[src/hw/afe_params.svh]
// constants for the front end control and sample ports
`ifndef AFE_PARAMS_SVH
`define AFE_PARAMS_SVH

// control frame
`define CTRL_FRAME_BITS 6'h10
`define CTRL_STOP_BITS 6'h10
`define CTRL_LAST_DATA 4'hE
`define CTRL_LAST_STOP 4'hF
`define CTRL_SEQ_BITS 6'h20

// setting word identifiers
`define ID_RX 3'h0
`define ID_TX 3'h1
`define ID_CFG 3'h2
`define ID_TUNE 3'h3
`define ID_PD 3'h4
`define ID_TOUT 3'h5
`define ID_TIN 3'h6
`define ID_RSVD 3'h7

// reset values, word bit 11 carries frame bit 14
`define RST_RX 12'h000
`define RST_TX 12'h000
`define RST_CFG 12'h678
`define RST_TUNE 12'h800
`define RST_TEST 12'h000

// field positions inside a word
`define CFG_DLOOP_BIT 11
`define CFG_OSR_BIT 7
`define TX_GPO_MSB 3
`define TX_GPO_LSB 1

// sample format
`define SMP_POS_MAX 16'h3FFF
`define SMP_NEG_MAX 16'hC000

// control strobe divider of the host
`define STROBE_DIV_MSB 2
`define STROBE_EDGE 3'h3

`endif

[src/hw/afe_pkg.sv]
// types shared by both ends of the front end link
`include "afe_params.svh"

package afe_pkg;

   typedef enum logic [1:0] {CTRL_IDLE, CTRL_DATA, CTRL_STOP} ctrlState_type;

   typedef struct packed {
      logic [4:0] sync1;
      logic [4:0] sync2;
      logic strobeOld;
      ctrlState_type cst;
      logic [3:0] bitCnt;
      logic [3:0] stopCnt;
      logic [14:0] shift;
      logic [6:0][11:0] words;
      logic [11:0] testPd;
      logic [11:0] testOut;
      logic [11:0] testIn;
      logic routeLt;
      logic routeDone;
      logic analogStop;
      logic nibClk;
      logic word;
      logic [1:0] dcnt;
      logic [3:0] rxNib;
      logic [15:0] rxHold;
      logic [2:0][3:0] txAsm;
      logic [2:0][3:0] echoAsm;
      logic [11:0] dacTx;
      logic [11:0] dacEcho;
      logic dacValid;
   } dev_type;

   typedef struct packed {
      logic [2:0] div;
      logic strobe;
      logic serial;
      logic [31:0] sh;
      logic [5:0] bitsLeft;
      logic cmdReady;
   } hostCore_type;

   typedef struct packed {
      logic rst1;
      logic rst2;
      logic hr1;
      logic hr2;
      logic [1:0] cnt;
      logic [15:0] rxAcc;
      logic [15:0] rxSample;
      logic rxValid;
      logic [15:0] txHold;
      logic [15:0] echoHold;
      logic [3:0] txNib;
      logic [3:0] echoNib;
      logic take;
   } hostLink_type;

endpackage

[src/hw/afe_link_if.sv]
// link wires between the signal processor and the front end
`timescale 1ns/1ps

interface afe_link_if;
   // control port
   logic wordStrobe;
   logic serialIn;
   // sample port
   logic nibbleClk;
   logic wordSignal;
   logic [3:0] rxNibble;
   logic [3:0] txNibble;
   logic [3:0] echoNibble;

   modport device (
      input wordStrobe,
      input serialIn,
      output nibbleClk,
      output wordSignal,
      output rxNibble,
      input txNibble,
      input echoNibble
   );

   modport host (
      output wordStrobe,
      output serialIn,
      input nibbleClk,
      input wordSignal,
      input rxNibble,
      output txNibble,
      output echoNibble
   );
endinterface

[src/hw/afe_front_end.sv]
// front end digital interface: setting words and nibble sample port
// Operation
// - frame is 16 bits: start, 12 data, 3-bit id
// - sample on strobe fall, b15 first, 16 stops
// - test words latched, zeroed while test pin low
// - id 000: attenuation, input select, receive gain
// - receive word bits 6:5 do not affect routeLt
// - id 001: transmit gains and three general outputs
// - id 010: loopbacks, tuning DAC enable, reserved bit
// - config: oversample ratio, low and high corners
// - id 011: 8-bit tuning current, reset 0x80
// - id 100: twelve analog power-down bits
// - id 101: test output and filter input selects
// - id 110: input selects and tuning frequency
// - 16-bit sample over four lines, four nibbles
// - least significant nibble first, line k bit 4n+k
// - half ratio: nibble clock out, periods doubled
// - device makes nibble clock and word signal
// - transmit samples clamped, three low bits dropped
// - converter result sign extended, two zero bits
// - power-down keeps settings, stops transmit sampling
// - reset holds clock outputs high, outputs defined
// - reset: ratio four, gains minimum, DAC off
// - site pin chooses filter routing after reset
`timescale 1ns/1ps

module afe_front_end (
   // clock and reset
   input wire logic linkClk,
   input wire logic nrst,
   // link
   afe_link_if.device lnk,
   // pins
   input wire logic powerDown,
   input wire logic testPin,
   input wire logic siteSelect,
   // converter side
   input wire logic [12:0] adcResult,
   output logic [11:0] dacTx,
   output logic [11:0] dacEcho,
   output logic dacValid,
   // settings
   output logic [11:0] rxSettings,
   output logic [11:0] txSettings,
   output logic [11:0] feConfig,
   output logic [11:0] oscTune,
   output logic [11:0] testPowerDown,
   output logic [11:0] testOutSelect,
   output logic [11:0] testInSelect,
   output logic [2:0] generalOut,
   output logic analogStop,
   output logic routeLt
);

   afe_pkg::dev_type q, d;

   function automatic logic [15:0] clampSample(input logic [15:0] v);
      logic [15:0] r;
      r = v;
      if (!v[15] && v[14]) begin
         r = `SMP_POS_MAX;
      end else if (v[15] && !v[14]) begin
         r = `SMP_NEG_MAX;
      end
      return r;
   endfunction

   logic strobeFall;
   logic bitIn;
   logic pdSync;
   logic testSync;
   logic siteSync;
   logic osrHalf;
   logic adv;
   logic [1:0] slot;
   logic [15:0] txFull;
   logic [15:0] echoFull;
   logic [15:0] txClamped;
   logic [15:0] echoClamped;

   always_comb begin
      d = q;
      d.sync1 = {lnk.wordStrobe, lnk.serialIn, powerDown, testPin, siteSelect};
      d.sync2 = q.sync1;
      d.strobeOld = q.sync2[4];
      strobeFall = q.strobeOld & ~q.sync2[4];
      bitIn = q.sync2[3];
      pdSync = q.sync2[2];
      testSync = q.sync2[1];
      siteSync = q.sync2[0];
      d.dacValid = 1'b0;
      d.analogStop = pdSync;

      // control frame receiver
      if (strobeFall) begin
         case (q.cst)
            afe_pkg::CTRL_IDLE: begin
               if (!bitIn) begin
                  d.cst = afe_pkg::CTRL_DATA;
                  d.bitCnt = 4'h0;
               end
            end
            afe_pkg::CTRL_DATA: begin
               d.shift = {q.shift[13:0], bitIn};
               if (q.bitCnt == `CTRL_LAST_DATA) begin
                  d.cst = afe_pkg::CTRL_STOP;
                  d.stopCnt = 4'h0;
               end else begin
                  d.bitCnt = q.bitCnt + 4'h1;
               end
            end
            afe_pkg::CTRL_STOP: begin
               if (!bitIn) begin
                  d.cst = afe_pkg::CTRL_DATA;
                  d.bitCnt = 4'h0;
               end else if (q.stopCnt == `CTRL_LAST_STOP) begin
                  d.cst = afe_pkg::CTRL_IDLE;
                  if (q.shift[2:0] != `ID_RSVD) begin
                     d.words[q.shift[2:0]] = q.shift[14:3];
                  end
               end else begin
                  d.stopCnt = q.stopCnt + 4'h1;
               end
            end
            default: begin
               d.cst = afe_pkg::CTRL_IDLE;
            end
         endcase
      end

      // test words always kept, applied only with test pin high
      d.testPd = testSync ? d.words[`ID_PD] : `RST_TEST;
      d.testOut = testSync ? d.words[`ID_TOUT] : `RST_TEST;
      d.testIn = testSync ? d.words[`ID_TIN] : `RST_TEST;

      // routing caught once after reset release
      if (!q.routeDone) begin
         d.routeLt = siteSync;
         d.routeDone = 1'b1;
      end

      // nibble timing
      osrHalf = q.words[`ID_CFG][`CFG_OSR_BIT];
      d.nibClk = osrHalf ? ~q.nibClk : 1'b0;
      adv = ~osrHalf | q.nibClk;
      slot = q.dcnt - 2'h1;
      txFull = {lnk.txNibble, q.txAsm[2], q.txAsm[1], q.txAsm[0]};
      echoFull = {lnk.echoNibble, q.echoAsm[2], q.echoAsm[1], q.echoAsm[0]};
      txClamped = clampSample(txFull);
      echoClamped = clampSample(echoFull);
      if (adv) begin
         d.dcnt = q.dcnt + 2'h1;
         if (q.dcnt == 2'h0) begin
            if (!pdSync) begin
               d.dacTx = txClamped[14:3];
               d.dacEcho = echoClamped[14:3];
               d.dacValid = 1'b1;
            end
         end else if (!pdSync) begin
            d.txAsm[slot] = lnk.txNibble;
            d.echoAsm[slot] = lnk.echoNibble;
         end
         if (d.dcnt == 2'h0) begin
            if (q.words[`ID_CFG][`CFG_DLOOP_BIT]) begin
               d.rxHold = {d.dacTx[11], d.dacTx, 3'h0};
            end else begin
               d.rxHold = {adcResult[12], adcResult, 2'h0};
            end
         end
         d.word = (d.dcnt == 2'h0);
         d.rxNib = d.rxHold[{d.dcnt, 2'h0} +: 4];
      end

      if (!nrst) begin
         d = '0;
         d.sync1 = {lnk.wordStrobe, lnk.serialIn, powerDown, testPin, siteSelect};
         d.sync2 = q.sync1;
         d.strobeOld = q.sync2[4];
         d.cst = afe_pkg::CTRL_IDLE;
         d.words[`ID_RX] = `RST_RX;
         d.words[`ID_TX] = `RST_TX;
         d.words[`ID_CFG] = `RST_CFG;
         d.words[`ID_TUNE] = `RST_TUNE;
         d.words[`ID_PD] = `RST_TEST;
         d.words[`ID_TOUT] = `RST_TEST;
         d.words[`ID_TIN] = `RST_TEST;
         d.nibClk = 1'b1;
         d.word = 1'b1;
      end
   end

   always_ff @(posedge linkClk) begin
      q <= d;
   end

   assign lnk.nibbleClk = q.nibClk;
   assign lnk.wordSignal = q.word;
   assign lnk.rxNibble = q.rxNib;
   assign dacTx = q.dacTx;
   assign dacEcho = q.dacEcho;
   assign dacValid = q.dacValid;
   assign rxSettings = q.words[`ID_RX];
   assign txSettings = q.words[`ID_TX];
   assign feConfig = q.words[`ID_CFG];
   assign oscTune = q.words[`ID_TUNE];
   assign testPowerDown = q.testPd;
   assign testOutSelect = q.testOut;
   assign testInSelect = q.testIn;
   assign generalOut = q.words[`ID_TX][`TX_GPO_MSB:`TX_GPO_LSB];
   assign analogStop = q.analogStop;
   assign routeLt = q.routeLt;

endmodule // afe_front_end

[src/flat_wrapper.sv]
// flat-port wrapper written by rule: the top's interface ports become plain ports
module afe_front_end_flat 
  (linkClk, nrst, powerDown, testPin, siteSelect, adcResult, dacTx, dacEcho, dacValid, rxSettings, txSettings, feConfig, oscTune, testPowerDown, testOutSelect, testInSelect, generalOut, analogStop, routeLt, lnk_wordStrobe, lnk_serialIn, lnk_nibbleClk, lnk_wordSignal, lnk_rxNibble, lnk_txNibble, lnk_echoNibble);
  afe_link_if lnk_i ();
  input wire logic linkClk;
  input wire logic nrst;
  input wire logic powerDown;
  input wire logic testPin;
  input wire logic siteSelect;
  input wire logic [12:0] adcResult;
  output logic [11:0] dacTx;
  output logic [11:0] dacEcho;
  output logic dacValid;
  output logic [11:0] rxSettings;
  output logic [11:0] txSettings;
  output logic [11:0] feConfig;
  output logic [11:0] oscTune;
  output logic [11:0] testPowerDown;
  output logic [11:0] testOutSelect;
  output logic [11:0] testInSelect;
  output logic [2:0] generalOut;
  output logic analogStop;
  output logic routeLt;
  input wire logic [$bits(lnk_i.wordStrobe)-1:0] lnk_wordStrobe;
  input wire logic [$bits(lnk_i.serialIn)-1:0] lnk_serialIn;
  output wire logic [$bits(lnk_i.nibbleClk)-1:0] lnk_nibbleClk;
  output wire logic [$bits(lnk_i.wordSignal)-1:0] lnk_wordSignal;
  output wire logic [$bits(lnk_i.rxNibble)-1:0] lnk_rxNibble;
  input wire logic [$bits(lnk_i.txNibble)-1:0] lnk_txNibble;
  input wire logic [$bits(lnk_i.echoNibble)-1:0] lnk_echoNibble;
  assign lnk_i.wordStrobe = lnk_wordStrobe;
  assign lnk_i.serialIn = lnk_serialIn;
  assign lnk_nibbleClk = lnk_i.nibbleClk;
  assign lnk_wordSignal = lnk_i.wordSignal;
  assign lnk_rxNibble = lnk_i.rxNibble;
  assign lnk_i.txNibble = lnk_txNibble;
  assign lnk_i.echoNibble = lnk_echoNibble;
  afe_front_end u_core (.linkClk(linkClk), .nrst(nrst), .lnk(lnk_i), .powerDown(powerDown), .testPin(testPin), .siteSelect(siteSelect), .adcResult(adcResult), .dacTx(dacTx), .dacEcho(dacEcho), .dacValid(dacValid), .rxSettings(rxSettings), .txSettings(txSettings), .feConfig(feConfig), .oscTune(oscTune), .testPowerDown(testPowerDown), .testOutSelect(testOutSelect), .testInSelect(testInSelect), .generalOut(generalOut), .analogStop(analogStop), .routeLt(routeLt));
endmodule
[config.mk]
export PLATFORM = sky130hd
export DESIGN_NAME = afe_front_end_flat
export DESIGN_NICKNAME = d
export VERILOG_FILES = /design/src/hw/afe_pkg.sv /design/src/hw/afe_link_if.sv /design/src/hw/afe_front_end.sv /design/src/flat_wrapper.sv
export VERILOG_INCLUDE_DIRS = /design/src /design/src/hw
export SDC_FILE = /design/constraint.sdc
export NUM_CORES = 1
export LEC_CHECK = 0
export BUFFER_PORTS_ARGS = -buffer_cell sky130_fd_sc_hd__clkbuf_2
export CAP_MARGIN = 20
export CORE_UTILIZATION = 55
export CTS_CLUSTER_DIAMETER = 80
export DETAILED_ROUTE_END_ITERATION = 6
export MAX_ROUTING_LAYER = met4
export PLACE_DENSITY = 0.78
export SLEW_MARGIN = 20
export SYNTH_ARGS = -nofsm -noshare
export SYNTH_HDL_FRONTEND = slang
export SYNTH_SLANG_ARGS = --single-unit
[constraint.sdc]
create_clock -name linkClk -period 6.9 [get_ports linkClk]
set_clock_uncertainty 0.1 [all_clocks]
set_input_delay 0.69 -clock linkClk [delete_from_list [all_inputs] [get_ports linkClk]]
set_output_delay 0.69 -clock linkClk [all_outputs]
set_load 0.01 [all_outputs]
# Word-level counts from Yosys, hierarchy flattened
# Cells that the tools add are included.
# W data, S select, Z words.
[word_totals]
wordCells = 122
register_bits = 232
in_bits = 28
out_inout_bits = 120
[op_classes]
muxes = 36
n_addsub = 4
bitwise_logic = 7
magnitude_cmp = 4
n_eq_ne = 12
reduce_logical = 24
shifts = 1
[op_table]
columns = ["cell", "n"]
rows = [
  ["$mux W84", 4],
  ["$mux W109", 1],
  ["$bwmux W84", 1],
  ["$mux W15", 5],
  ["$mux W25", 2],
  ["$mux W16", 3],
  ["$demux W12 S3", 1],
  ["$bwmux W12", 2],
  ["$mux W4", 6],
  ["$shiftx A16 B5 Y4", 1],
  ["$reduce_and A5 Y1", 3],
  ["$mux W12", 1],
  ["$pmux W4 S3", 1],
  ["$reduce_and A3 Y1", 3],
  ["$add A4 B1 Y4 const B", 2],
  ["$demux W4 S2", 1],
  ["$eq A4 B4 Y1 const B", 2],
  ["$mux W2", 4],
  ["$ne A2 B2 Y1 const B", 4],
  ["$pmux W4 S2", 1],
  ["$logic_and A1 B1 Y1", 6],
  ["$logic_not A2 Y1", 3],
  ["$mux W6", 1],
  ["$ne A3 B3 Y1 const B", 2],
  ["other kinds (19)", 28],
]

# Longest topological paths before layout
# Gate-level depths: netlist of the first run.
[depth]
ltp_word = 10
mapped_depth = 9
depth_no_buf = 7

# Least setup slack after synthesis of the first run
# OpenSTA, ideal clock, no wires.
[synth_path]
kind = "reg-to-reg"
start = "register u_core.q[69] (netlist name)"
end = "register u_core.q, in the netlist u_core.lnk.rxNibble[0]"
path_slack_ns = 4.612
period_less_slack_ns = 2.288
arrival_ns = 2.038
path_stages_with_launch = 10
required_time_ns = 6.651
n_path_buf = 2
setup_ns = 0.149
path_cell_list = "dfxtp_1 > clkbuf_1 > clkinv_1 > ha_1 > nor2b_1 > buf_2 > o21ai_0 > nor4_1 > o311ai_0 > o311ai_0"
[synth_between]
elab_chain_cells = 6
elab_cells_between_ends = 8
classes_between = "add/sub (1); shift (1); mux (4); reduce/logical (2)"
[synth_lines]
columns = ["item", "line", "source"]
rows = [
  ["start, declared", "afe_front_end.sv:55", "afe_pkg::dev_type q, d;"],
  ["start signal, assigned", "afe_front_end.sv:193", "q <= d;"],
  ["parallel branches: the longest is 5 deep, another holds $add A2 B1 Y2", "-", ""],
  ["$shiftx A16 B5 Y4 (*)", "afe_front_end.sv:171", "d.rxNib = d.rxHold[{d.dcnt, 2'h0} +: 4];"],
]
# Every way passes the cells marked *. The select of a mux whose other input is x is not followed.
# A chain may end at the register's enable or synchronous reset.

# Worst setup path in the final report of the first run
[layout_path]
start = "register u_core.q[69] (netlist name)"
end = "register u_core.q, in the netlist u_core.dacTx[3]"
[layout_between]
elab_chain_cells = 2
[layout_lines]
columns = ["item", "line", "source"]
rows = [
  ["$logic_not A2 Y1", "afe_front_end.sv:153", "if (q.dcnt == 2'h0) begin"],
  ["$mux W25", "afe_front_end.sv:153", ""],
]
# Every way passes these cells.

==> results of run 1 <==
state kept, by name, indices dropped and copies added, names as in the netlist, 4 cells and up:
register / flops
u_core.testInSelect: 12
u_core.dacTx: 12
u_core.feConfig: 12
u_core.q: 98
u_core.oscTune: 12
u_core.dacEcho: 12
u_core.testPowerDown: 12
u_core.testOutSelect: 12
u_core.echoFull: 9
u_core.lnk.rxNibble: 4
u_core.rxSettings: 12
u_core.txSettings: 12
worst paths after layout:
kind                               startpoint              end  slack, ns
worst max-delay path             u_core.q[69]  u_core.dacTx[3]       3.46
worst min-delay path               siteSelect    u_core.q[227]       0.19
worst max register to register   u_core.q[69]  u_core.dacTx[3]       3.46
worst min register to register  u_core.q[228]    u_core.q[223]       0.22
logic make-up (layout without fill, tap and decap cells):
kind of cell	Yosys count	in the layout	share of synthesized area (%)
and+or+nand+nor	372	372	18.9
DFF	226	226	47.6
AOI/OAI and AO/OA	217	217	14.8
buffers and inverters	196	210	12.9
muxes	44	44	4.76
adders and majority gates	8	8	1.05
stage by stage:
step	hold slack, ns	utilization, %	instances	total power (W)
finish	0.185	60.7	1297	0.00272
global route	0.169	60.7	1297	0.00282
CTS	0.168	60.7	1297	0.00275
detailed placement	0.214	56.1	1254	0.00152
global placement	0.210	56.1	1254	0.00152
floorplan	0.210	-	1063	0.00149
where the power goes:
part / switching [W] / internal [W] / total (W)
Clock: 0.000507 / 0.000727 / 0.00123
Sequential: 0.0000184 / 0.00133 / 0.00135
Combinational: 0.0000916 / 0.0000528 / 0.000144
Total: 0.000617 / 0.00211 / 0.00272
cell type report:
type,count,area (sq um),share of cell area (%)
multi-input combinational,641,3770,37.1
clock buffer,34,678,6.67
clock inverter,9,91.3,0.898
tap,220,275,2.71
timing repair buffer,152,776,7.63
inverter,15,56.3,0.554
sequential,226,4520,44.5
critical path, stage by stage, from the launching register on:
cell and delay [ns]:
dfxtp_1 0.78, clkinv_1 0.49, ha_1 0.39, nand2b_1 0.37
nor2_2 0.27, nor2b_1 0.69, a22o_1 0.26
placed cells by master, fill, tap and decap left out, types with 5 or more instances in the layout:
cell type	n
nand2_1	125
dfxtp_1	226
nor2b_1	47
mux2i_1	43
a31oi_1	13
clkbuf_16	24
nand3_1	71
a211oi_1	7
a22o_1	14
ha_1	8
clkinv_2	5
and2_1	5
clkbuf_2	146
o21ai_1	16
o21ai_2	12
nor2_1	78
a21boi_0	38
nand2b_1	9
inv_1	14
clkbuf_1	6
a21oi_1	33
and3_1	6
o21ai_0	54
buf_4	6
metal layers:
| layer | track usage [%] | vias up |
|---|---|---|
| met2 | 34.5 | 220 |
| met1 | 29.8 | 3180 |
| li1 | - | 3492 |
| met3 | 3.61 | 38 |
| met5 | - | - |
| met4 | 6.69 | 0 |
==> summary.txt, run 1 <==
STA
  • Final Cycle Share: 49.8%
  • Slack of the critical path: ~3.5 ns
  • Post-layout min period: between 3 and 4 ns
  • Setup tns final: 0 ns
  • Fin. max-slew vios: 0
  • Fmax achieved: ~290 MHz
  • Final setup fails: 0
  • Relative slew margins: 32.9%
  • Slew @ Worst Pin: 1.01 ns
  • Unrepaired setup endpoints after global routing: false
  • Final Hold Vio Count: 0

Synthesis
  • Top-area cell type share of the netlist area: 47.6%
  • Most used DFF post-synth: dfxtp_1
  • Net Count, Synth: approximately 1.1k
  • Mean area per synthesized cell: ~9.0 sq um
  • Synth top area cells: dfxtp_1 (48%), buf_4 (9.2%), nand2_1 (5.0%)
  • Library cells used by synthesis: 64
  • Number of synthesized flops with an enable pin: 0
  • Yosys warns: 0
  • Most numerous cell in the Yosys netlist: dfxtp_1
  • Synthesized flop and latch total: around 230
  • Synthesized cell area: ~0.0095 sq mm
  • Mapped Cells: around 1.1k
  • Asr flop ratio synth: 0%
  • Seq/Total Area, Yosys: 47.6%
  • Commonest cells in the netlist: dfxtp_1 (226), nand2_1 (126), buf_4 (117)
  • Yosys top cell by area: dfxtp_1

Worst setup path
  • Worst Setup End Kind: flip-flop
  • Crit path kind: flip-flop to flip-flop
  • Worst endpoint required time: slightly above 7 ns
  • CP Data Arrival Time: ~3.8 ns
  • R2R depth: 6
  • Startpoint class of the critical path: flip-flop
  • Crit Path Max Fanout: 24

Pwr
  • PwrDens: 268 mW/mm^2
  • VDD IR max: 0.218 mV
  • Leak: between 3 and 4 nW

Clocking
  • Cts hold-fix bufs: 0
  • CTS tree: built
  • Clock insertion delay at the later pin of the skew report: between 0.5 and 0.6 ns
  • CTS H-tree depth: 1
  • TritonCTS buffer count: 24
  • Clk slew on worst S/H paths: approximately 0.060 ns
  • CTS Buffer Depth: 3
  • Post-CTS Resized: 0
  • Post-CTS Setup Inserts: 0
  • Sink Count: 226
  • Clock root buffer: clkbuf_16

GRT
  • Largest net degree at the start of global routing: just under 90
  • Global-route usage over all layers: 22.3%
  • Global-route wire length before repair: about 31000 um
  • Initial antenna violation count: 0
  • Vias in the first global route: ~6.1k
  • Grt ovf: 0

Drt
  • Drt pass-1 iters: 5
  • Top routing layer used: met4
  • Routed wl met2: 9010 um
  • First DRT Iteration DRCs: around 420
  • ANT nets after route: 0
  • Wire length on met1: around 9000 um
  • DRC: 0
  • Total number of vias: approximately 6.9k
  • Average routed wire per standard cell: 15.1 um
  • DR WL met3: about 1200 um
  • Routed wire length: slightly below 20000 um
  • Vias per std cell: between 5 and 6

Run
  • Max-Cap Viols: 0

Min path
  • Hold path depth: 1
  • HP Class: input pin to flip-flop

Die
  • Chip width: between 100 and 150 um
  • Die H: 134 um
  • IO Pins: 148
  • Row count: 47
  • DIE AREA: ~0.018 sq mm
  • Core ar.: approximately 0.017 sq mm
  • Initial Util: between 50% and 60%

Placement
  • DP Worst Slack: between 3 and 4 ns
  • Placer Congestion: 0.878
  • Post-DP Area: ~0.0094 sq mm
  • Detail Placement HPWL: between 10000 and 15000 um
  • Buffers on Ports: between 100 and 150

Layout
  • Final Net Count: between 1k and 1.5k
  • Post-route cell area: approximately 0.010 sq mm
  • Share of cells above drive strength 1: between 20 and 25%
  • Synthesis-to-finish area growth: 6.92%
  • Fill count: 1414
  • Ant diodes: 0

Run status
  • Status: completed
Note: power is estimated with default switching activity, not from simulation.
==> inputs of run 2 (changes only) <==
--- a/config.mk
+++ b/config.mk
@@ -8,11 +8,11 @@
 export LEC_CHECK = 0
 export BUFFER_PORTS_ARGS = -buffer_cell sky130_fd_sc_hd__clkbuf_2
 export CAP_MARGIN = 20
-export CORE_UTILIZATION = 55
+export CORE_UTILIZATION = 51
 export CTS_CLUSTER_DIAMETER = 80
 export DETAILED_ROUTE_END_ITERATION = 6
 export MAX_ROUTING_LAYER = met4
-export PLACE_DENSITY = 0.78
+export PLACE_DENSITY = 0.76
 export SLEW_MARGIN = 20
 export SYNTH_ARGS = -nofsm -noshare
 export SYNTH_HDL_FRONTEND = slang
==> constraint.sdc (replaced) <==
create_clock -name linkClk -period 2.99 [get_ports linkClk]
set_clock_uncertainty 0.1 [all_clocks]
set_input_delay 0.299 -clock linkClk [delete_from_list [all_inputs] [get_ports linkClk]]
set_output_delay 0.299 -clock linkClk [all_outputs]
set_load 0.01 [all_outputs]
==> summary.txt, run 2 (synthesis results as in run 1) <==
GRT
  • GR peak layer: met2
  • M1 GR Usage: 27.9% (-2.0 points)
  • Initial antenna violation count: 0 (unchanged)
  • Met2 Use GR: 33.7% (-0.80 points)
  • Grt ovf: 0 (unchanged)
  • Vias in the first global route: 6389 (+4.0%)
  • Global-route wire length before repair: 32200 um (+2.5%)
  • Global-route usage over all layers: 21.1% (-1.2 points)
  • GR met3 Demand/Resource: 3.18% (-0.44 points)
  • Largest net degree at the start of global routing: 57 (-34%)

Placement
  • Buffers on Ports: 147 (unchanged)
  • Detail Placement HPWL: 13300 um (+2.4%)
  • Placer Congestion: 0.830 (-5.6%)

Die
  • Chip width: 139 um (+3.8%)
  • Die H: 139 um (+3.8%)
  • DIE AREA: 0.0192 sq mm (+7.7%)
  • IO Pins: 148 (unchanged)
  • Row count: 49 (+4.3%)
  • Core ar.: 0.0181 sq mm (+8.3%)
  • Initial Util: 52.4% (-4.3 points)

Layout
  • Most common cell after layout, fill and taps aside: dfxtp_1
  • Largest Register: u_core.q
  • Share of cells above drive strength 1: 20.8% (+0.71 points)
  • Ant diodes: 0 (unchanged)
  • Largest register FFs: 98 (unchanged)
  • Synthesis-to-finish area growth: 9.34%
  • Fill count: 1586 (+12%)
  • Most frequent cells in the layout: dfxtp_1 (226), clkbuf_2 (146), nand2_1 (126), nor2_1 (79), nand3_1 (71)
  • Area of the multi-input gates: 0.00377 sq mm (-0.13%)
  • Final Net Count: 1118 (+2.0%)
  • FF+latch area: 0.00452 sq mm (unchanged)

Min path
  • HP Class: input pin to flip-flop

Drt
  • DRC: 17 (+17)
  • Routed wire length: 20000 um (+1.9%)
  • First DRT Iteration DRCs: 482 (+16%)
  • ANT nets after route: 0 (unchanged)
  • Average routed wire per standard cell: 15.1 um (-0.39%)
  • Total number of vias: 7011 (+1.2%)
  • Drt pass-1 iters: 7 (+2)
  • Vias per std cell: 5.28 (-1.1%)

Worst setup path
  • Worst Setup End Kind: flip-flop
  • CP Data Arrival Time: 2.58 ns (-1.20 ns)
  • Crit path kind: flip-flop to flip-flop
  • Worst endpoint required time: 3.26 ns (-3.98 ns)
  • Startpoint class of the critical path: flip-flop
  • Crit Path Max Fanout: 24 (unchanged)

STA
  • Relative slew margins: 34.3% (+1.3 points)
  • Setup tns final: 0 ns (unchanged)
  • Fmax achieved: 433 MHz (+49%)
  • Final Cycle Share: 77.3% (+28 points)
  • Final Hold Vio Count: 0 (unchanged)
  • Fin. max-slew vios: 0 (unchanged)
  • Slew @ Worst Pin: 0.986 ns (-0.0202 ns)
  • Post-layout min period: 2.31 ns (-1.13 ns)
  • Final setup fails: 0 (unchanged)
  • Unrepaired setup endpoints after global routing: false

Clocking
  • Clock insertion delay at the later pin of the skew report: 0.51 ns (about the same)
  • Clk slew on worst S/H paths: 0.06 ns (about the same)
  • Post-CTS Setup Inserts: 0 (unchanged)
  • Post-CTS Resized: 0 (unchanged)
  • Cts hold-fix bufs: 9 (+9)
  • CTS tree: built
  • TritonCTS buffer count: 23 (-4.2%)
  • CTS Buffer Depth: 3 (unchanged)
  • Sink Count: 226 (unchanged)
  • Clock root buffer: clkbuf_16
  • CTS H-tree depth: 1 (unchanged)

Run
  • Max-Cap Viols: 0 (unchanged)

Pwr
  • Pwr Total: 0.00645 W (+140%)
  • PwrDens: 620 mW/mm^2 (+130%)
  • VDD IR max: 0.475 mV (+120%)
  • Leak: 4.09 nW (+2.9%)

Run status
  • Failing checks: DRC
  • Status: finished, violations left
==> run 2: cell types whose count changed in the layout (fill, tap and decap cells not counted), moves of 2 or more <==
cell,before,now
clkinv_2,5,2
clkbuf_8,4,6
dlygate4sd3_1,0,9
bufinv_16,1,3
buf_4,6,20
clkbuf_1,6,4
==> run 2: metal layers <==
| metal | wire, um | part of all wire [%] |
|---|---|---|
| met5 | 0 | 0 |
| met4 | 387 | 1.9 |
| met2 | 9170 | 46 |
| met3 | 1160 | 5.8 |
| met1 | 9270 | 46 |
==> run 2: final timing paths <==
kind / cells after the start / slack [ns] / end / start
max: 6 / 0.68 / u_core.txSettings[3] / u_core.q[211]
min: 4 / 0.03 / u_core.q[51] / adcResult[0]
max reg2reg: 6 / 0.68 / u_core.txSettings[3] / u_core.q[211]
min reg2reg: 0 / 0.23 / u_core.q[223] / u_core.q[228]
==> run 2: power by group <==
part | total (W) | switching (W) | internal (W)
Clock | 0.00298 | 0.00115 | 0.00182
Combinational | 0.000363 | 0.000222 | 0.000141
Sequential | 0.00310 | 0.0000382 | 0.00307
Total | 0.00645 | 0.00141 | 0.00503
==> run 2: through the flow <==
stage / util, % / hold WS [ns] / setup slack [ns] / area, sq um / cells
2_1_floorplan: - / 0.210 / 0.702 / 9510 / 1063
3_3_place_gp: 52.4 / 0.212 / 0.613 / 9510 / 1276
3_5_place_dp: 52.4 / 0.215 / 0.668 / 9510 / 1277
4_1_cts: 57.3 / 0.0144 / 0.670 / 10400 / 1327
5_1_grt: 57.3 / 0.0409 / 0.471 / 10400 / 1327
6_report: 57.3 / 0.0337 / 0.678 / 10400 / 1327
==> run 2: final cells by class <==
cell class                      count  area share [%]
Sequential cell                   226            43.5
Multi-Input combinational cell    641            36.2
Timing Repair Buffer              175            9.33
Clock buffer                       33            6.47
Tap cell                          229            2.75
Clock inverter                      8            1.20
Inverter                           15           0.541
==> run 2: critical path, cell delays in order, from the launching register on <==
cell,delay [ns]
dfxtp_1,0.37
ha_1,0.19
and3_1,0.24
nand4b_2,0.16
or3b_1,0.78
nand3_1,0.26
o21ai_2,0.07
